===== config.mk =====
export PLATFORM = sky130hd
export DESIGN_NAME = eight_bit_timer
export DESIGN_NICKNAME = d
export VERILOG_FILES = /design/src/rtl/timer_pkg.sv /design/src/rtl/eight_bit_timer.sv
export VERILOG_INCLUDE_DIRS = /design/src /design/src/rtl
export SDC_FILE = /design/constraint.sdc
export NUM_CORES = 1
export LEC_CHECK = 0
export BUFFER_PORTS_ARGS = -buffer_cell sky130_fd_sc_hd__buf_2
export CAP_MARGIN = 20
export CORE_ASPECT_RATIO = 0.5
export CORE_MARGIN = 5
export CORE_UTILIZATION = 50
export CTS_BUF_LIST = sky130_fd_sc_hd__clkbuf_16
export CTS_CLUSTER_DIAMETER = 80
export DETAILED_ROUTE_END_ITERATION = 16
export PLACE_DENSITY_LB_ADDON = 0.3
export SETUP_SLACK_MARGIN = 0.1
export SYNTH_ARGS = -nofsm -noshare
export SYNTH_HDL_FRONTEND = slang
export SYNTH_SLANG_ARGS = --single-unit

===== constraint.sdc =====
create_clock -name clock -period 3.2 [get_ports clock]
set_input_delay 0.16 -clock clock [delete_from_list [all_inputs] [get_ports clock]]
set_output_delay 0.16 -clock clock [all_outputs]
set_load 0.02 [all_outputs]

===== src/rtl/timer_cfg.svh =====
`ifndef TIMER_CFG_SVH
`define TIMER_CFG_SVH

// ----------------------------------------------------------------
// register byte addresses
// ----------------------------------------------------------------
`define ADDR_COUNT 4'h0
`define ADDR_OPTION 4'h4
`define ADDR_STATUS 4'h8
`define ADDR_MASK 4'hC

// ----------------------------------------------------------------
// option, status and mask register fields and reset values
// ----------------------------------------------------------------
`define OPT_CS_BIT 5
`define OPT_SE_BIT 4
`define OPT_PSA_BIT 3
`define OPT_RESET 8'hFF
`define STAT_OVF_BIT 0
`define MASK_RESET 8'h00

// ----------------------------------------------------------------
// timing
// ----------------------------------------------------------------
`define WRITE_HOLD_CYCLES 2'h2

`endif


===== src/rtl/timer_pkg.sv =====
package timer_pkg;
    typedef enum logic [0:0] {
        source_instr = 1'b0,
        source_pin = 1'b1
    } source_type;
endpackage


===== src/rtl/eight_bit_timer.sv =====
// Summary of operation
// RULE_01: one 8-bit count register, software readable and writable.
// RULE_02: source select 0 counts each instruction cycle, prescaler permitting.
// RULE_03: counting suppressed for two cycles after a count write.
// RULE_04: source select 1 counts edges of the external input pin.
// RULE_05: polarity 1 counts falling edges, polarity 0 rising edges.
// RULE_06: one prescaler, serving either timer or watchdog, never both.
// RULE_07: assignment bit 0 gives prescaler to timer, 1 to watchdog.
// RULE_08: eight timer ratios 1:2 to 1:256 from 3-bit rate field.
// RULE_09: rate n divides by two to the power n plus one.
// RULE_10: timer runs 1:1 only when prescaler belongs to watchdog.
// RULE_11: prescaler count never readable or writable by software.
// RULE_12: with prescaler on timer, count write clears prescaler.
// RULE_13: with prescaler on watchdog, watchdog clear clears prescaler.
// RULE_14: software follows fixed order when moving prescaler to watchdog.
// RULE_15: shared port pin two feeds the timer external count input.
// RULE_16: every rollover FFh to 00h sets overflow flag; software clears.
// RULE_17: external input synchronised on the instruction clock.
// RULE_18: count and prescaler frozen while the processor sleeps.
`include "timer_cfg.svh"

module eight_bit_timer #(
    parameter int PRESCALE_WIDTH = 8
) (
    input wire logic clock,
    input wire logic nrst,
    input wire logic [3:0] address,
    input wire logic read,
    input wire logic write,
    input wire logic [31:0] writedata,
    input wire logic [3:0] byteenable,
    output logic [31:0] readdata,
    output logic waitrequest,
    output logic response_error,
    input wire logic port_pin_two,
    input wire logic watchdog_clear_instr,
    input wire logic sleeping,
    output logic watchdog_tick,
    output logic irq
);

    // ----------------------------------------------------------------
    // bus decode
    // ----------------------------------------------------------------
    logic ack_reg;
    wire access = (read | write) & ~ack_reg;
    wire lane0 = byteenable[0];
    wire hit_count = address == `ADDR_COUNT;
    wire hit_option = address == `ADDR_OPTION;
    wire hit_status = address == `ADDR_STATUS;
    wire hit_mask = address == `ADDR_MASK;
    wire mapped = hit_count | hit_option | hit_status | hit_mask;
    wire wr_count = access & write & hit_count & lane0;
    wire wr_option = access & write & hit_option & lane0;
    wire wr_mask = access & write & hit_mask & lane0;
    wire rd_status = access & read & hit_status;

    // one wait cycle, answer on the second edge
    assign waitrequest = (read | write) & ~ack_reg;

    // ----------------------------------------------------------------
    // registers
    // ----------------------------------------------------------------
    logic [7:0] eight_bit_count_reg; // RULE_01
    logic [7:0] option_reg;
    logic [7:0] mask_reg;
    logic overflow_flag;
    logic [1:0] hold_reg;
    logic [PRESCALE_WIDTH-1:0] prescale_reg; // RULE_06 RULE_11
    logic sync1_reg;
    logic sync2_reg;
    logic sync3_reg;
    logic [31:0] readdata_reg;
    logic err_reg;

    wire clock_source_select = option_reg[`OPT_CS_BIT];
    wire edge_polarity_select = option_reg[`OPT_SE_BIT];
    wire prescaler_assign = option_reg[`OPT_PSA_BIT];
    wire [2:0] prescale_rate = option_reg[2:0];
    wire overflow_irq_enable = mask_reg[`STAT_OVF_BIT];

    // ----------------------------------------------------------------
    // count source
    // ----------------------------------------------------------------
    // pin is double-synchronised; third stage only feeds the edge detect
    wire rise = sync2_reg & ~sync3_reg;
    wire fall = ~sync2_reg & sync3_reg;
    wire pin_edge = edge_polarity_select ? fall : rise; // RULE_05
    wire source_tick = (timer_pkg::source_type'(clock_source_select) == timer_pkg::source_pin)
        ? pin_edge : 1'b1; // RULE_02 RULE_04 RULE_15 RULE_17

    // prescaler advances on the selected source when on the timer, else every cycle
    wire to_timer = ~prescaler_assign; // RULE_07
    wire prescale_step = (to_timer ? source_tick : 1'b1) & ~sleeping; // RULE_18
    wire [PRESCALE_WIDTH-1:0] prescale_inc = prescale_reg + 1'b1;
    // tap n rises once every 2^(n+1) prescaler steps
    wire tap_done = prescale_inc[prescale_rate] & ~prescale_reg[prescale_rate]; // RULE_08 RULE_09
    wire timer_tick = to_timer ? (prescale_step & tap_done)
        : (source_tick & ~sleeping); // RULE_10
    wire prescale_clear = (to_timer & wr_count)
        | (prescaler_assign & watchdog_clear_instr); // RULE_12 RULE_13
    wire count_step = timer_tick & (hold_reg == 2'h0); // RULE_03
    wire rollover = count_step & (eight_bit_count_reg == 8'hFF);

    assign watchdog_tick = prescaler_assign & prescale_step & tap_done; // RULE_06

    // ----------------------------------------------------------------
    // next values
    // ----------------------------------------------------------------
    wire [7:0] count_next = wr_count ? writedata[7:0]
        : count_step ? eight_bit_count_reg + 8'h01 : eight_bit_count_reg;
    wire [1:0] hold_next = wr_count ? `WRITE_HOLD_CYCLES
        : (hold_reg != 2'h0) ? hold_reg - 2'h1 : 2'h0; // RULE_03
    wire [PRESCALE_WIDTH-1:0] prescale_next = prescale_clear ? '0
        : prescale_step ? prescale_inc : prescale_reg;
    // set wins over the read-clear
    wire flag_next = rollover | (overflow_flag & ~rd_status); // RULE_16
    wire [31:0] read_mux = hit_count ? {24'h000000, eight_bit_count_reg}
        : hit_option ? {24'h000000, option_reg}
        : hit_status ? {31'h00000000, overflow_flag}
        : hit_mask ? {24'h000000, mask_reg} : 32'h00000000;

    // ----------------------------------------------------------------
    // flops
    // ----------------------------------------------------------------
    always_ff @(posedge clock or negedge nrst) begin
        if (!nrst) begin
            sync1_reg <= 1'b0;
            sync2_reg <= 1'b0;
            sync3_reg <= 1'b0;
        end else begin
            sync1_reg <= port_pin_two;
            sync2_reg <= sync1_reg;
            sync3_reg <= sync2_reg;
        end
    end

    always_ff @(posedge clock or negedge nrst) begin
        if (!nrst) begin
            eight_bit_count_reg <= 8'h00;
            hold_reg <= 2'h0;
            prescale_reg <= '0;
            overflow_flag <= 1'b0;
        end else begin
            eight_bit_count_reg <= count_next;
            hold_reg <= hold_next;
            prescale_reg <= prescale_next;
            overflow_flag <= flag_next;
        end
    end

    always_ff @(posedge clock or negedge nrst) begin
        if (!nrst) begin
            option_reg <= `OPT_RESET;
            mask_reg <= `MASK_RESET;
        end else begin
            if (wr_option) begin
                option_reg <= writedata[7:0];
            end
            if (wr_mask) begin
                mask_reg <= {7'h00, writedata[0]};
            end
        end
    end

    always_ff @(posedge clock or negedge nrst) begin
        if (!nrst) begin
            ack_reg <= 1'b0;
            readdata_reg <= 32'h00000000;
            err_reg <= 1'b0;
        end else begin
            ack_reg <= access;
            err_reg <= access & ~mapped;
            if (access & read) begin
                readdata_reg <= read_mux;
            end
        end
    end

    assign readdata = readdata_reg;
    assign response_error = err_reg;
    assign irq = overflow_flag & overflow_irq_enable; // RULE_16

endmodule // eight_bit_timer


* After elaboration in Yosys (flattened, before gate mapping)
Index checks and enable logic that the tools add are counted.
** Storage, ports and cells
- Register bits :: 65
- Bits of input ports :: 47
- Output and inout bits :: 36
- Word-level logic and storage cells :: 82
** Operators by class
- $add $sub $neg :: 3
- Order comparisons :: 1
- Eq/ne operators :: 4
- Muxes and demuxes :: 18
- Bitwise operators :: 39
- Reduce and logical (&&, ||, !) cells :: 5
** Operators with widths (number)
- $mux 8 :: 6
- $and 1x1->1 :: 25
- $add 8x1->8 const B :: 2
- $eq 4x4->1 const B :: 2
- $eq 8x8->1 const B :: 1
- $mux 1 :: 8
- $not 1->1 :: 8
- $bmux 1 s3 :: 2
- $or 1x1->1 :: 6
- $reduce_bool 2->1 :: 3
- $eq 4x3->1 const B :: 1
- $logic_not 4->1 :: 1
- $lt 3x4->1 const B :: 1
- $mux 2 :: 2
- $logic_not 2->1 :: 1
- $sub 2x1->2 const B :: 1

* Longest topological paths before layout
Gate-level depths: netlist of the first run.
- Depth in word-level cells :: 11
- Gate-level depth with buffers :: 8
- Gate-level depth less buffers :: 8

* Worst setup path after synthesis of the first run
Ideal clock, no wire load.
- Kind :: register -> register
- Start :: register option_reg[0]
- End :: register eight_bit_count_reg[6]
- Library setup time :: 0.137 ns
- Arrival time :: 2.208 ns
- Data required time :: 3.063 ns
- Slack :: 0.855 ns
- Cell stages (with the launch flop) :: 9
- Clock period less this slack :: 2.345 ns
- Cell sequence :: dfstp_2 buf_6 mux2_4 a41o_1 o221a_1 or4_4 nand3_1 xor2_1 a21oi_1
** On the way
- Cells in the longest elaborated chain, start to end :: 8
- Elaborated cells between the ends (all ways) :: 10
- Those cells by class :: mux (5); bitwise (4); reduce/logical (1)
** RTL lines
- from (decl) :: RTL line eight_bit_timer.sv:65 : logic [7:0] option_reg;
- from (signal assigned) :: RTL line eight_bit_timer.sv:154 : option_reg <= `OPT_RESET;
- from (signal assigned) :: RTL line eight_bit_timer.sv:158 : option_reg <= writedata[7:0];
- $bmux 1 s3 :: RTL line eight_bit_timer.sv:97 : wire tap_done = prescale_inc[prescale_rate] & ~prescale_reg[prescale_rate];
- $mux 1 (not written as such) :: RTL line eight_bit_timer.sv:97
- $not 1->1 :: RTL line eight_bit_timer.sv:97
- $and 1x1->1 * :: RTL line eight_bit_timer.sv:97
- $and 1x1->1 * :: RTL line eight_bit_timer.sv:98 : wire timer_tick = to_timer ? (prescale_step & tap_done)
- $mux 1 * :: RTL line eight_bit_timer.sv:98
- $and 1x1->1 * :: RTL line eight_bit_timer.sv:102 : wire count_step = timer_tick & (hold_reg == 2'h0);
- $reduce_bool 2->1 (no source line) *
- to (signal assigned) :: RTL line eight_bit_timer.sv:145 : eight_bit_count_reg <= count_next;
- to (decl) :: RTL line eight_bit_timer.sv:64 : logic [7:0] eight_bit_count_reg;
Mark *: on every way between the ends. The rest lies on a longest branch, timed or not. The select of a mux whose other input is x is not followed.
A chain may end at the register's enable or synchronous reset.

* Worst setup path in the final report of the first run
- Start :: register prescale_reg[0]
- End :: output port watchdog_tick
** On the way
- Cells in the longest elaborated chain, start to end :: 5
- Elaborated cells between the ends (all ways) :: 8
- Those cells by class :: add/sub (1); mux (4); bitwise (3)
** RTL lines
- from (decl) :: RTL line eight_bit_timer.sv:69 : logic [PRESCALE_WIDTH-1:0] prescale_reg;
- from (signal assigned) :: RTL line eight_bit_timer.sv:147 : prescale_reg <= prescale_next;
- $add 8x1->8 / $bmux 1 s3 (equally long branches) :: RTL line eight_bit_timer.sv:95, eight_bit_timer.sv:97
- $bmux 1 s3 / $mux 1 (equally long branches) :: RTL line eight_bit_timer.sv:97
- $mux 1 (not written as such) / $not 1->1 (equally long branches) :: RTL line eight_bit_timer.sv:97
- $and 1x1->1 * :: RTL line eight_bit_timer.sv:97
- $and 1x1->1 * :: RTL line eight_bit_timer.sv:105 : assign watchdog_tick = prescaler_assign & prescale_step & tap_done;
- to (decl) :: RTL line eight_bit_timer.sv:38 : output logic watchdog_tick,
Marked as above.

==> results.txt, run 1 <==
The maximum number of buffers from clock root to sink came out at 2. The share of post-route cells with drive strength above 1 came out at 23.7%. The tightest min-delay check is of the primary input to async pin type. The vertical extent of the die is 58.2 um. The number of hold violations in the final report came to 0. The largest net degree at the start of global routing came out at 42. The headroom to the max-slew limit came out at 39.7%. The final hold slack came out at 9.70 ps. The final-report max-slew violation count is 0. The fmax came out at 0.377 GHz. The max-capacitance violation count came out at 0.

The tree is rooted in a sky130_fd_sc_hd__clkbuf_16. After synthesis, the mean cell area works out to 9.58 um2. The tree built by TritonCTS fans out to 41 sinks. The maximum ir drop on the vdd rail came out at 0.000256 V. The detailed-placement wirelength estimate is 3380 um. The commonest cells after synthesis are sky130_fd_sc_hd__dfrtp_1 (33), sky130_fd_sc_hd__nand2_1 (28), sky130_fd_sc_hd__nor2_1 (25). The clock period could shrink to 2650 ps. The area of the core came out at 0.00445 mm2. The leakage power total came out at 1.22 nW.

The worst setup path is launched from a flop. The number of global-route vias before repair came to 1,721. The first global-routing pass estimated 8120 um of wire. Once the clock tree was built, the setup fixing pass inserted 0 buffers.

Of all cell types, the one taking the most synthesized area is sky130_fd_sc_hd__dfrtp_1. The final setup violation count is 0. The share of async-settable or async-resettable flops after synthesis is 100%.

The clock latency at the later pin of the worst-skew pair is 280 ps. The most used flip-flop cell after synthesis is sky130_fd_sc_hd__dfrtp_1. The synthesis-to-layout area growth came out at 12.0%. The die is 106 um wide.

The die covers 0.00618 mm2. The initial utilization of the core area, before any placement, comes to 52.2%. The required time of the critical path is 3040 ps. The power density over cell area is 645 mW/mm2.

The remaining antenna violation count is 0. The routed design has 4680 um of wire. TritonCTS built the clock tree. For this run, design rule violations remaining after detail routing come to 0. The arrival time of data at the critical path endpoint came out at 2490 ps. The worst setup path is of the flop to output pin kind. Setup repair after global routing left no endpoint under its margin.

The area share of the largest cell type after synthesis is 35.6%. In the routed layout, each cell is associated on average with a via count of 5.34. The final weighted congestion of routability-driven global placement came out at 0.861. The number of buffers inserted during clock tree synthesis came out at 5.

The number of enable-type register cells in the synthesized netlist came out at 0. The clock arrives with 5.05 ps of skew. The number of I/O port buffers is 31. The number of cell rows came out at 17. The transition at the pin with the smallest max-transition slack is 905 ps. The number of antenna diodes in the final layout is 0. In the post-synthesis netlist, the biggest area contributors are sky130_fd_sc_hd__dfrtp_1 (36%), sky130_fd_sc_hd__dfstp_2 (9.1%), sky130_fd_sc_hd__buf_4 (7.8%). The count of cell types in the netlist came out at 50. The number of primary I/O pins came out at 83. The flow ran to the end, and the final reports show no timing, DRC or antenna violations. The maximum fanout along the worst path came out at 6. Summing over every cut layer, the via total after detailed routing is 1,769. The leading cell type by number of instances after synthesis is sky130_fd_sc_hd__dfrtp_1. The final layout net count came out at 322. The fraction of the cycle the final worst path needs is 82.8%. The total grt overflow is 0. The netlist area before placement is 0.00232 mm2. The detailed-route wire length per cell is 14.1 um.

The flip-flop and latch count after synthesis came out at 41. Clock-pin slew was measured on the worst setup and hold paths at 60 ps. In this run the number of H-tree levels came out at 2. The total number of yosys warnings came out at 0. The overall routing resource usage is 16.6%.

The initial DRC count is 62. The initial antenna violation count came out at 0. After routing, the total negative slack on setup checks comes to 0 ps. The kind of end point of the critical path is an output pin. For this run, the register share of the synthesized area comes to 44.7%. The number of iterations in the first detailed-routing pass came out at 5. The cell count after synthesis is 242.
## layer usage
layer	track usage, %	vias to the layer above	wire length (um)
met4	5.17	0	66
met2	28.4	57	2180
met5	0	-	0
li1	-	874	-
met3	4.00	10	281
met1	21.1	828	2150
## power breakdown
part,internal (mW),switching [mW]
registers,0.630,0.117
logic,0.164,0.208
clock network,0.362,0.192
## worst paths after layout
path                       slack [ps]  depth (start not counted)       startpoint                     end
max in group asynchronous        2630                          1             nrst  eight_bit_count_reg[7]
min                                10                          1             nrst               sync1_reg
max reg2reg                       650                          8  prescale_reg[0]  eight_bit_count_reg[4]
min reg2reg                       350                          0        sync1_reg               sync2_reg
max                               550                          8  prescale_reg[0]           watchdog_tick
min in group clock                120                          3     writedata[1]           option_reg[1]
## kinds of logic after synthesis
| family | Yosys count | share of synthesized area, % |
|---|---|---|
| buffers and inverters | 37 | 10.3 |
| muxes | 12 | 6.48 |
| other | 1 | 0.162 |
| and+or+nand+nor | 89 | 19.4 |
| adders and majority gates | 2 | 1.08 |
| DFF | 41 | 44.7 |
| AOI/OAI and AO/OA | 50 | 14.1 |
| xor gates and xnor gates | 10 | 3.78 |
## critical path, cell delays in order (launching register included)
cell and delay, ps:
sky130_fd_sc_hd__dfrtp_1 430, sky130_fd_sc_hd__ha_1 300, sky130_fd_sc_hd__and2b_2 240, sky130_fd_sc_hd__a211oi_1 290, sky130_fd_sc_hd__nor3b_1 330, sky130_fd_sc_hd__o31ai_1 110
sky130_fd_sc_hd__nand2b_1 120, sky130_fd_sc_hd__nor3b_1 190, sky130_fd_sc_hd__buf_2 200
## placed cells by master (no fill, tap or decap), types with 4 or more instances in the layout
master,instances
sky130_fd_sc_hd__nand3_1,6
sky130_fd_sc_hd__a21oi_1,8
sky130_fd_sc_hd__mux2_2,7
sky130_fd_sc_hd__buf_2,31
sky130_fd_sc_hd__xor2_1,8
sky130_fd_sc_hd__a31oi_1,6
sky130_fd_sc_hd__conb_1,24
sky130_fd_sc_hd__nand4_1,4
sky130_fd_sc_hd__a22oi_1,7
sky130_fd_sc_hd__nand2b_1,4
sky130_fd_sc_hd__dfrtp_1,33
sky130_fd_sc_hd__o21ai_0,15
sky130_fd_sc_hd__nand2_1,28
sky130_fd_sc_hd__clkbuf_16,5
sky130_fd_sc_hd__nor2_1,25
sky130_fd_sc_hd__inv_1,5
sky130_fd_sc_hd__dfstp_2,8
## layout make-up
class / count / area, um2
Timing Repair Buffer: 34 / 180
Clock buffer: 5 / 125
Clock inverter: 3 / 37.5
Fill cell: 369 / 1850
Tap cell: 57 / 71.3
Inverter: 4 / 15.0
Multi-Input combinational cell: 187 / 1130
Sequential cell: 41 / 1040
## per-stage QoR
step                      cells  setup slack [ps]  cell area (um2)  util [%]  total power [mW]
after floorplan             265               855             2400         -              1.04
after CTS                   331               560             2600      58.4              1.69
final                       331               549             2600      58.4              1.67
after global routing        331               385             2600      58.4              1.78
after detailed placement    322               739             2420      54.5              1.12
after global placement      322               759             2420      54.5              1.11
## repair_timing
item / CTS / global route
endpoints found under the hold margin: 1 / 0
hold buffers: 1 / 0
resized for setup: 0 / 0
endpoints found under the setup margin: 0 / 0
No activity file was read; power rests on OpenSTA's default activity.
==> run 2, diff against run 1 <==
Clock period 3.2 ns to 2.5 ns, I/O delays scaled along.
==> run 2 against run 1 <==
  * The run now ends with hold timing left
  * Register-to-register slack worse by 520 ps
  * Largest cell class unchanged
  * Final cell count is 2.4% higher
  * Clock power is 9.9% higher
  * Die area unchanged
  * Count of clock-buffer cells in the layout did not move
==> results.txt, run 2 (synthesis gave the netlist of run 1 again) <==
The number of design rule violations left after detail routing came out at 0. For flop-to-flop paths, the worst setup slack is 130 ps. TritonCTS built the clock tree. The most critical setup path has its startpoint at option_reg[0]. Once placement finished, the instance area stood at 0.00245 mm2. The die is 58.2 um tall. After layout, the worst setup slack is 76.0 ps. The maximum level of the CTS H-tree came out at 2.

The starting density of the core is 52.2%. In the finished design, the share of the clock period the worst path needs comes to 97.0%. The die extent in x is 106 um.

The run finished, with violations left. The tightest min-delay check is of the primary input to async pin type. The final hold slack came out at -27.7 ps. The final layout net count is 330.

The transition at the pin with the smallest max-transition slack is 895 ps. The number of global-route vias before repair is 1,712. 83 I/O pins were placed. For this design the static power due to leakage is 1.26 nW. The internal power consumption is 1.45 mW. The final wirelength is 4820 um. Setup repair after global routing could not meet its margin everywhere. For the worst flop-to-flop path, the logic depth is 7.

The total via count in the routed design came out at 1,823. Buffers placed on the I/O ports in this run total 31. The largest net degree at the start of global routing came out at 42. The detailed-placement wirelength estimate came out at 3410 um. The detailed-route wire length per cell is 14.2 um.

The number of cell rows came out at 17. The cell sitting at the root of the clock tree is a sky130_fd_sc_hd__clkbuf_16. The number of cells on the critical path is 7. The final-report max-slew violation count came to 0. The wire length of the first global-routing pass came out at 7940 um.

The overall routing resource usage came out at 16.1%. The destination of the worst register-to-register timing path is eight_bit_count_reg[5]. The clock latency at the later pin of the worst-skew pair came out at 280 ps. The post-layout utilization of the core is 61.2%. After floorplanning, the core was sized to cover 0.00445 mm2.

The final setup violation count came out at 0. The max-capacitance violation count is 0. Registers are responsible for 44.6% of the overall power. The clock share of power is 28.4%. The total grt overflow came out at 0. The switching power total is 0.701 mW.

The worst setup path is captured at an output pin. The maximum fanout along the worst path is 7. The fmax came out at 0.413 GHz. The commonest non-fill, non-tap cell in the layout is sky130_fd_sc_hd__dfrtp_1. The end point of the critical path is watchdog_tick. The critical path goes through mux2_4 > a41o_1 > o221a_1 > o31ai_1 > nand2b_1 > nor3b_1 > buf_2. The count of nets left with antenna violations once routing finished came out at 0. The number of clock buffers added by TritonCTS is 5. The number of non-filler instances in the completed layout came out at 339.

The final-layout setup total negative slack came out at 0 ps. The synthesis-to-layout area growth is 17.3%. The time the worst path needs with I/O delays and setup is 2420 ps. In the layout the commonest cells are sky130_fd_sc_hd__dfrtp_1 (33), sky130_fd_sc_hd__buf_2 (31), sky130_fd_sc_hd__nand2_1 (28). The number of hold violations in the final report is 33.

The number of instances in the placed design is 326. In the final layout, the share of cells above drive strength 1 is 28.7%. The initial antenna violation count is 0. The arrival time of data at the critical path endpoint came out at 2300 ps. The final design instance area without fill came out at 0.00272 mm2.

The origin of the critical flop-to-flop path is option_reg[0]. Counting along the longest clock path gives a buffer depth of 2. The maximum single-stage delay on the critical path came out at 610 ps. The final reports fail on hold timing. STA classifies the critical path startpoint as a flop. Routability-driven placement finished with a final weighted congestion of 0.847.

In this design, the largest share of critical-path delay is due to compound AO/OA/AOI/OAI gates. The number of antenna cells inserted came out at 0. Measured against its own limit, the worst slew margin works out to 40.3%. The total power draw came out at 2.15 mW. The maximum ir drop on the vdd rail came out at 0.000340 V. Of the total power, combinational logic draws 27.0%. The fraction of power spent switching nets came out at 32.6%. The required time of the critical path came out at 2380 ps.

The largest clock skew in the final design is 6.49 ps. The clock sink total came out at 41. After the first detailed-routing iteration, the DRC count stood at 82. The first detailed-routing pass ran for 5 iterations. The type of the worst setup path is flop to output pin. The power density over cell area is 789 mW/mm2. Counting both buffers and inverters, the worst setup path holds a total of 1. The setup slack after placement came out at 36.4 ps.

The post-CTS clock slew at the launch and capture registers of the worst setup and hold paths came out at 60 ps. The area enclosed by the die boundary is 0.00618 mm2. On the critical path, the stage with the largest delay is an instance of sky130_fd_sc_hd__dfstp_2. In the routed layout, each cell is associated on average with a via count of 5.38.
-- run 2: worst register-to-register path: stages, from the launching register on --
cell and delay [ps]:
sky130_fd_sc_hd__dfstp_2 610, sky130_fd_sc_hd__mux2_4 330, sky130_fd_sc_hd__a41o_1 200, sky130_fd_sc_hd__o221a_1 230, sky130_fd_sc_hd__or4_4 520, sky130_fd_sc_hd__nand3_4 110
sky130_fd_sc_hd__xor2_1 170, sky130_fd_sc_hd__a21oi_1 80
-- run 2: area by class of cell --
type | count | area, um2
clock buffers | 5 | 125
fillers | 357 | 1730
flip-flops and latches | 41 | 1040
multi-input cells | 187 | 1210
inverters | 4 | 15.0
clock inverters | 3 | 16.3
repair buffers | 42 | 240
well taps | 57 | 71.3
-- run 2: worst min-delay path by stage --
| stage | start | to | cells after the start |
|---|---|---|---|
| 2_1_floorplan | nrst | ack_reg | 0 |
| 3_3_place_gp | port_pin_two | sync1_reg | 1 |
| 3_5_place_dp | port_pin_two | sync1_reg | 1 |
| 4_1_cts | nrst | sync1_reg | 1 |
| 5_1_grt | nrst | sync1_reg | 1 |
| 6_report | nrst | sync1_reg | 1 |
-- run 2: metal layers --
layer | share of wire (%) | track usage, % | up-vias
li1 | - | - | 891
met1 | 44 | 20.1 | 852
met5 | 0 | 0 | -
met3 | 7.2 | 4.34 | 7
met2 | 47 | 27.8 | 73
met4 | 1.1 | 4.80 | 0
-- run 2: power by group through the flow --
stage / combinational [mW] / clock (mW) / sequential, mW
final: 0.579 / 0.610 / 0.957
after global routing: 0.644 / 0.662 / 0.977
after CTS: 0.517 / 0.632 / 0.947
after detailed placement: 0.495 / 0 / 0.960
after global placement: 0.480 / 0 / 0.953
after floorplan: 0.413 / 0 / 0.923
-- run 2: repair_timing --
item / 4_1_cts / 5_1_grt
pin swaps: 1 / 10
endpoints found under the hold margin: 1 / 0
setup buffers: 2 / 2
hold buffers: 1 / 0
setup endpoints to repair: 6 / 7
gates resized for setup: 1 / 14
==> run 3, diff against run 2 <==
Settings changed: CORE_UTILIZATION 50 to 51, CTS_BUF_LIST sky130_fd_sc_hd__clkbuf_16 to sky130_fd_sc_hd__clkbuf_8.
==> run 3 against run 2 <==
  * The flow now finishes without violations
  * Worst setup slack better by 15 ps
  * Count of clock-buffer cells in the layout is 1 higher
  * Critical path depth stayed put
  * Die area decreased by 1.7%
  * Sequential cell count unchanged
  * Clock power down 10%
  * Non-clock buffer count stayed put
  * Final cell count stayed put
  * Largest power group unchanged
  * Highest routed layer unchanged
==> results.txt, run 3 (synthesis gave the netlist of run 1 again) <==
The flow ran to the end, and the final reports show no timing, DRC or antenna violations. STA classifies the critical path endpoint as an output pin. The synthesis-to-layout area growth is 14.2%. In this run the worst path has a maximum fanout of 7. By startpoint and endpoint, the worst setup path is classified as flop to output pin. The total via count in the routed design is 1,758. The final hold slack is 64.0 ps. The die extent in x is 105 um. The required time of the critical path came out at 2380 ps. The final-layout setup total negative slack is 0 ps. The sequential cells in the finished layout cover a total of 0.00104 mm2. The number of cells on the critical path came out at 7. In the final layout, the multi-input gates occupy 0.00117 mm2. Cells fill 60.2% of the core in the end. The number of buffers inserted during clock tree synthesis came out at 5.

Setup repair after global routing could not meet its margin everywhere. The final wirelength is 4680 um. The number of global-route vias before repair is 1,813. The tree is rooted in a sky130_fd_sc_hd__clkbuf_8. At the later pin of the worst-skew pair, clock insertion delay measures 290 ps.

The layout has 362 filler cells. Walking the worst path, the cells encountered are mux2_4 > a41o_1 > o221a_1 > o31ai_1 > nand2b_1 > nor3b_1 > buf_2. Setup violations remaining at the end of the flow were counted as 0.

For this run, the slowest stage of the critical path takes 600 ps. TritonCTS built the clock tree. The worst hold path was traced through 3 stages. The tightest min-delay check is of the primary input to flop type. In this run the tool buffered the top-level ports with 31 buffer cells. The repair_antennas step left the layout with diodes totalling 0. The wire length of the first global-routing pass is 8200 um. Broken down by cell family, the worst path's largest delay share belongs to compound AO/OA/AOI/OAI gates. The largest net degree at the start of global routing came out at 42. The number of hold violations in the final report came out at 0.

The startpoint class of the critical path is a flop. The first detailed-routing pass ran for 4 iterations. From bottom edge to top edge, the die measures 57.7 um.

The number of design rule violations left after detail routing is 0. The analysis attributes to cell leakage a power of 1.26 nW. The post-placement cell area came out at 0.00245 mm2. The fraction of the cycle the final worst path needs is 96.4%. The final-report max-slew violation count is 0. The buffering stage count on the worst path with inverters included came out at 1.

The time the worst path needs with I/O delays and setup is 2410 ps. For this run, the total global-route usage over all layers was measured as 16.6%. 83 I/O pins were placed. Once detail routing completed, the nets flagged for antenna violations numbered 0. The initial DRC count came out at 60. Summing all non-filler instances in the final layout gives an area of 0.00265 mm2. CTS saw 41 sinks. Using the TritonRoute via totals, the vias-per-cell ratio works out to 5.19. The fmax is 0.415 GHz.

The detailed-placement wirelength estimate came out at 3380 um. The headroom to the max-slew limit came out at 40.5%. The library cells used most frequently in the layout, excluding fill and tap cells, are sky130_fd_sc_hd__dfrtp_1 (33), sky130_fd_sc_hd__buf_2 (31), sky130_fd_sc_hd__nand2_1 (28). At the worst endpoint, the arrival time is 2280 ps. The detailed-route wire length per cell came out at 13.8 um. The number of cell rows came out at 17. The final layout net count is 330. The power density over cell area is 768 mW/mm2. The total grt overflow is 0. The standard cell with the maximum stage delay on the critical path is sky130_fd_sc_hd__dfstp_2. The largest clock skew in the final design came out at 4.53 ps. The worst-case reg-to-reg path depth is 7.

The transition at the pin with the smallest max-transition slack came out at 893 ps. The post-CTS clock slew at the launch and capture registers of the worst setup and hold paths came out at 80 ps. The commonest non-fill, non-tap cell in the layout is sky130_fd_sc_hd__dfrtp_1. In this run the standard cell core region covers 0.00440 mm2. The maximum ir drop on the vdd rail is 0.000267 V. Power comes to 2.03 mW. The area enclosed by the die boundary is 0.00608 mm2. At the end of routability-driven placement, the weighted congestion stood at 0.839. The starting density of the core is 52.7%. The H-tree generated during clock tree synthesis spans 2 levels. The max-capacitance violation count came out at 0.

The maximum number of buffers from clock root to sink is 2. The initial antenna violation count is 0. The share of post-route cells with drive strength above 1 is 27.7%.
run 3: where the power goes:
group | internal, mW | total, mW | switching (mW)
Sequential | 0.805 | 0.947 | 0.142
Clock | 0.322 | 0.547 | 0.225
Combinational | 0.256 | 0.541 | 0.285
run 3: worst register-to-register path, delay by kind of cell, from the launching register on:
family	cells	cell delay, ps
muxes	1	320
DFF	1	600
and+or+nand+nor	2	620
xor gates and xnor gates	1	160
AOI/OAI and AO/OA	3	520
run 3: area by class of cell:
| class | instances | share of cell area [%] |
|---|---|---|
| Multi-Input combinational cell | 187 | 44.1 |
| Clock buffer | 6 | 3.12 |
| Inverter | 4 | 0.567 |
| Clock inverter | 2 | 1.28 |
| Timing Repair Buffer | 42 | 9.16 |
| Tap cell | 57 | 2.69 |
| Sequential cell | 41 | 39.1 |
run 3: path summary, 6_finish.rpt:
kind,to,slack (ps),from
worst max-delay path,watchdog_tick,90,option_reg[0]
worst min-delay path,option_reg[1],60,writedata[1]
worst max register to register,eight_bit_count_reg[5],180,option_reg[0]
worst min register to register,sync2_reg,360,sync1_reg
max in group asynchronous,prescale_reg[6],1450,nrst
min in group asynchronous,sync1_reg,490,nrst
run 3: per-stage QoR:
step / std cells / setup slack [ps]
5_1_grt: 339 / 0.362
4_1_cts: 338 / 70.5
3_5_place_dp: 326 / 52.2
2_1_floorplan: 265 / 155
3_3_place_gp: 326 / 61.5
6_report: 339 / 91.1
run 3: timing repair:
| item | 4_1_cts | 5_1_grt |
|---|---|---|
| setup buffers | 2 | 1 |
| gates resized for setup | 2 | 5 |
| hold buffers | 2 | 0 |
| endpoints found under the hold margin | 26 | 0 |
| pin swaps | 1 | 2 |
| endpoints found under the setup margin | 7 | 6 |
run 3: layer usage:
layer	vias up	wire (um)	GRT usage, %
li1	884	-	-
met1	822	2150	20.7
met2	46	2180	28.7
met3	6	284	4.45
met4	0	65	5.23
met5	-	0	0
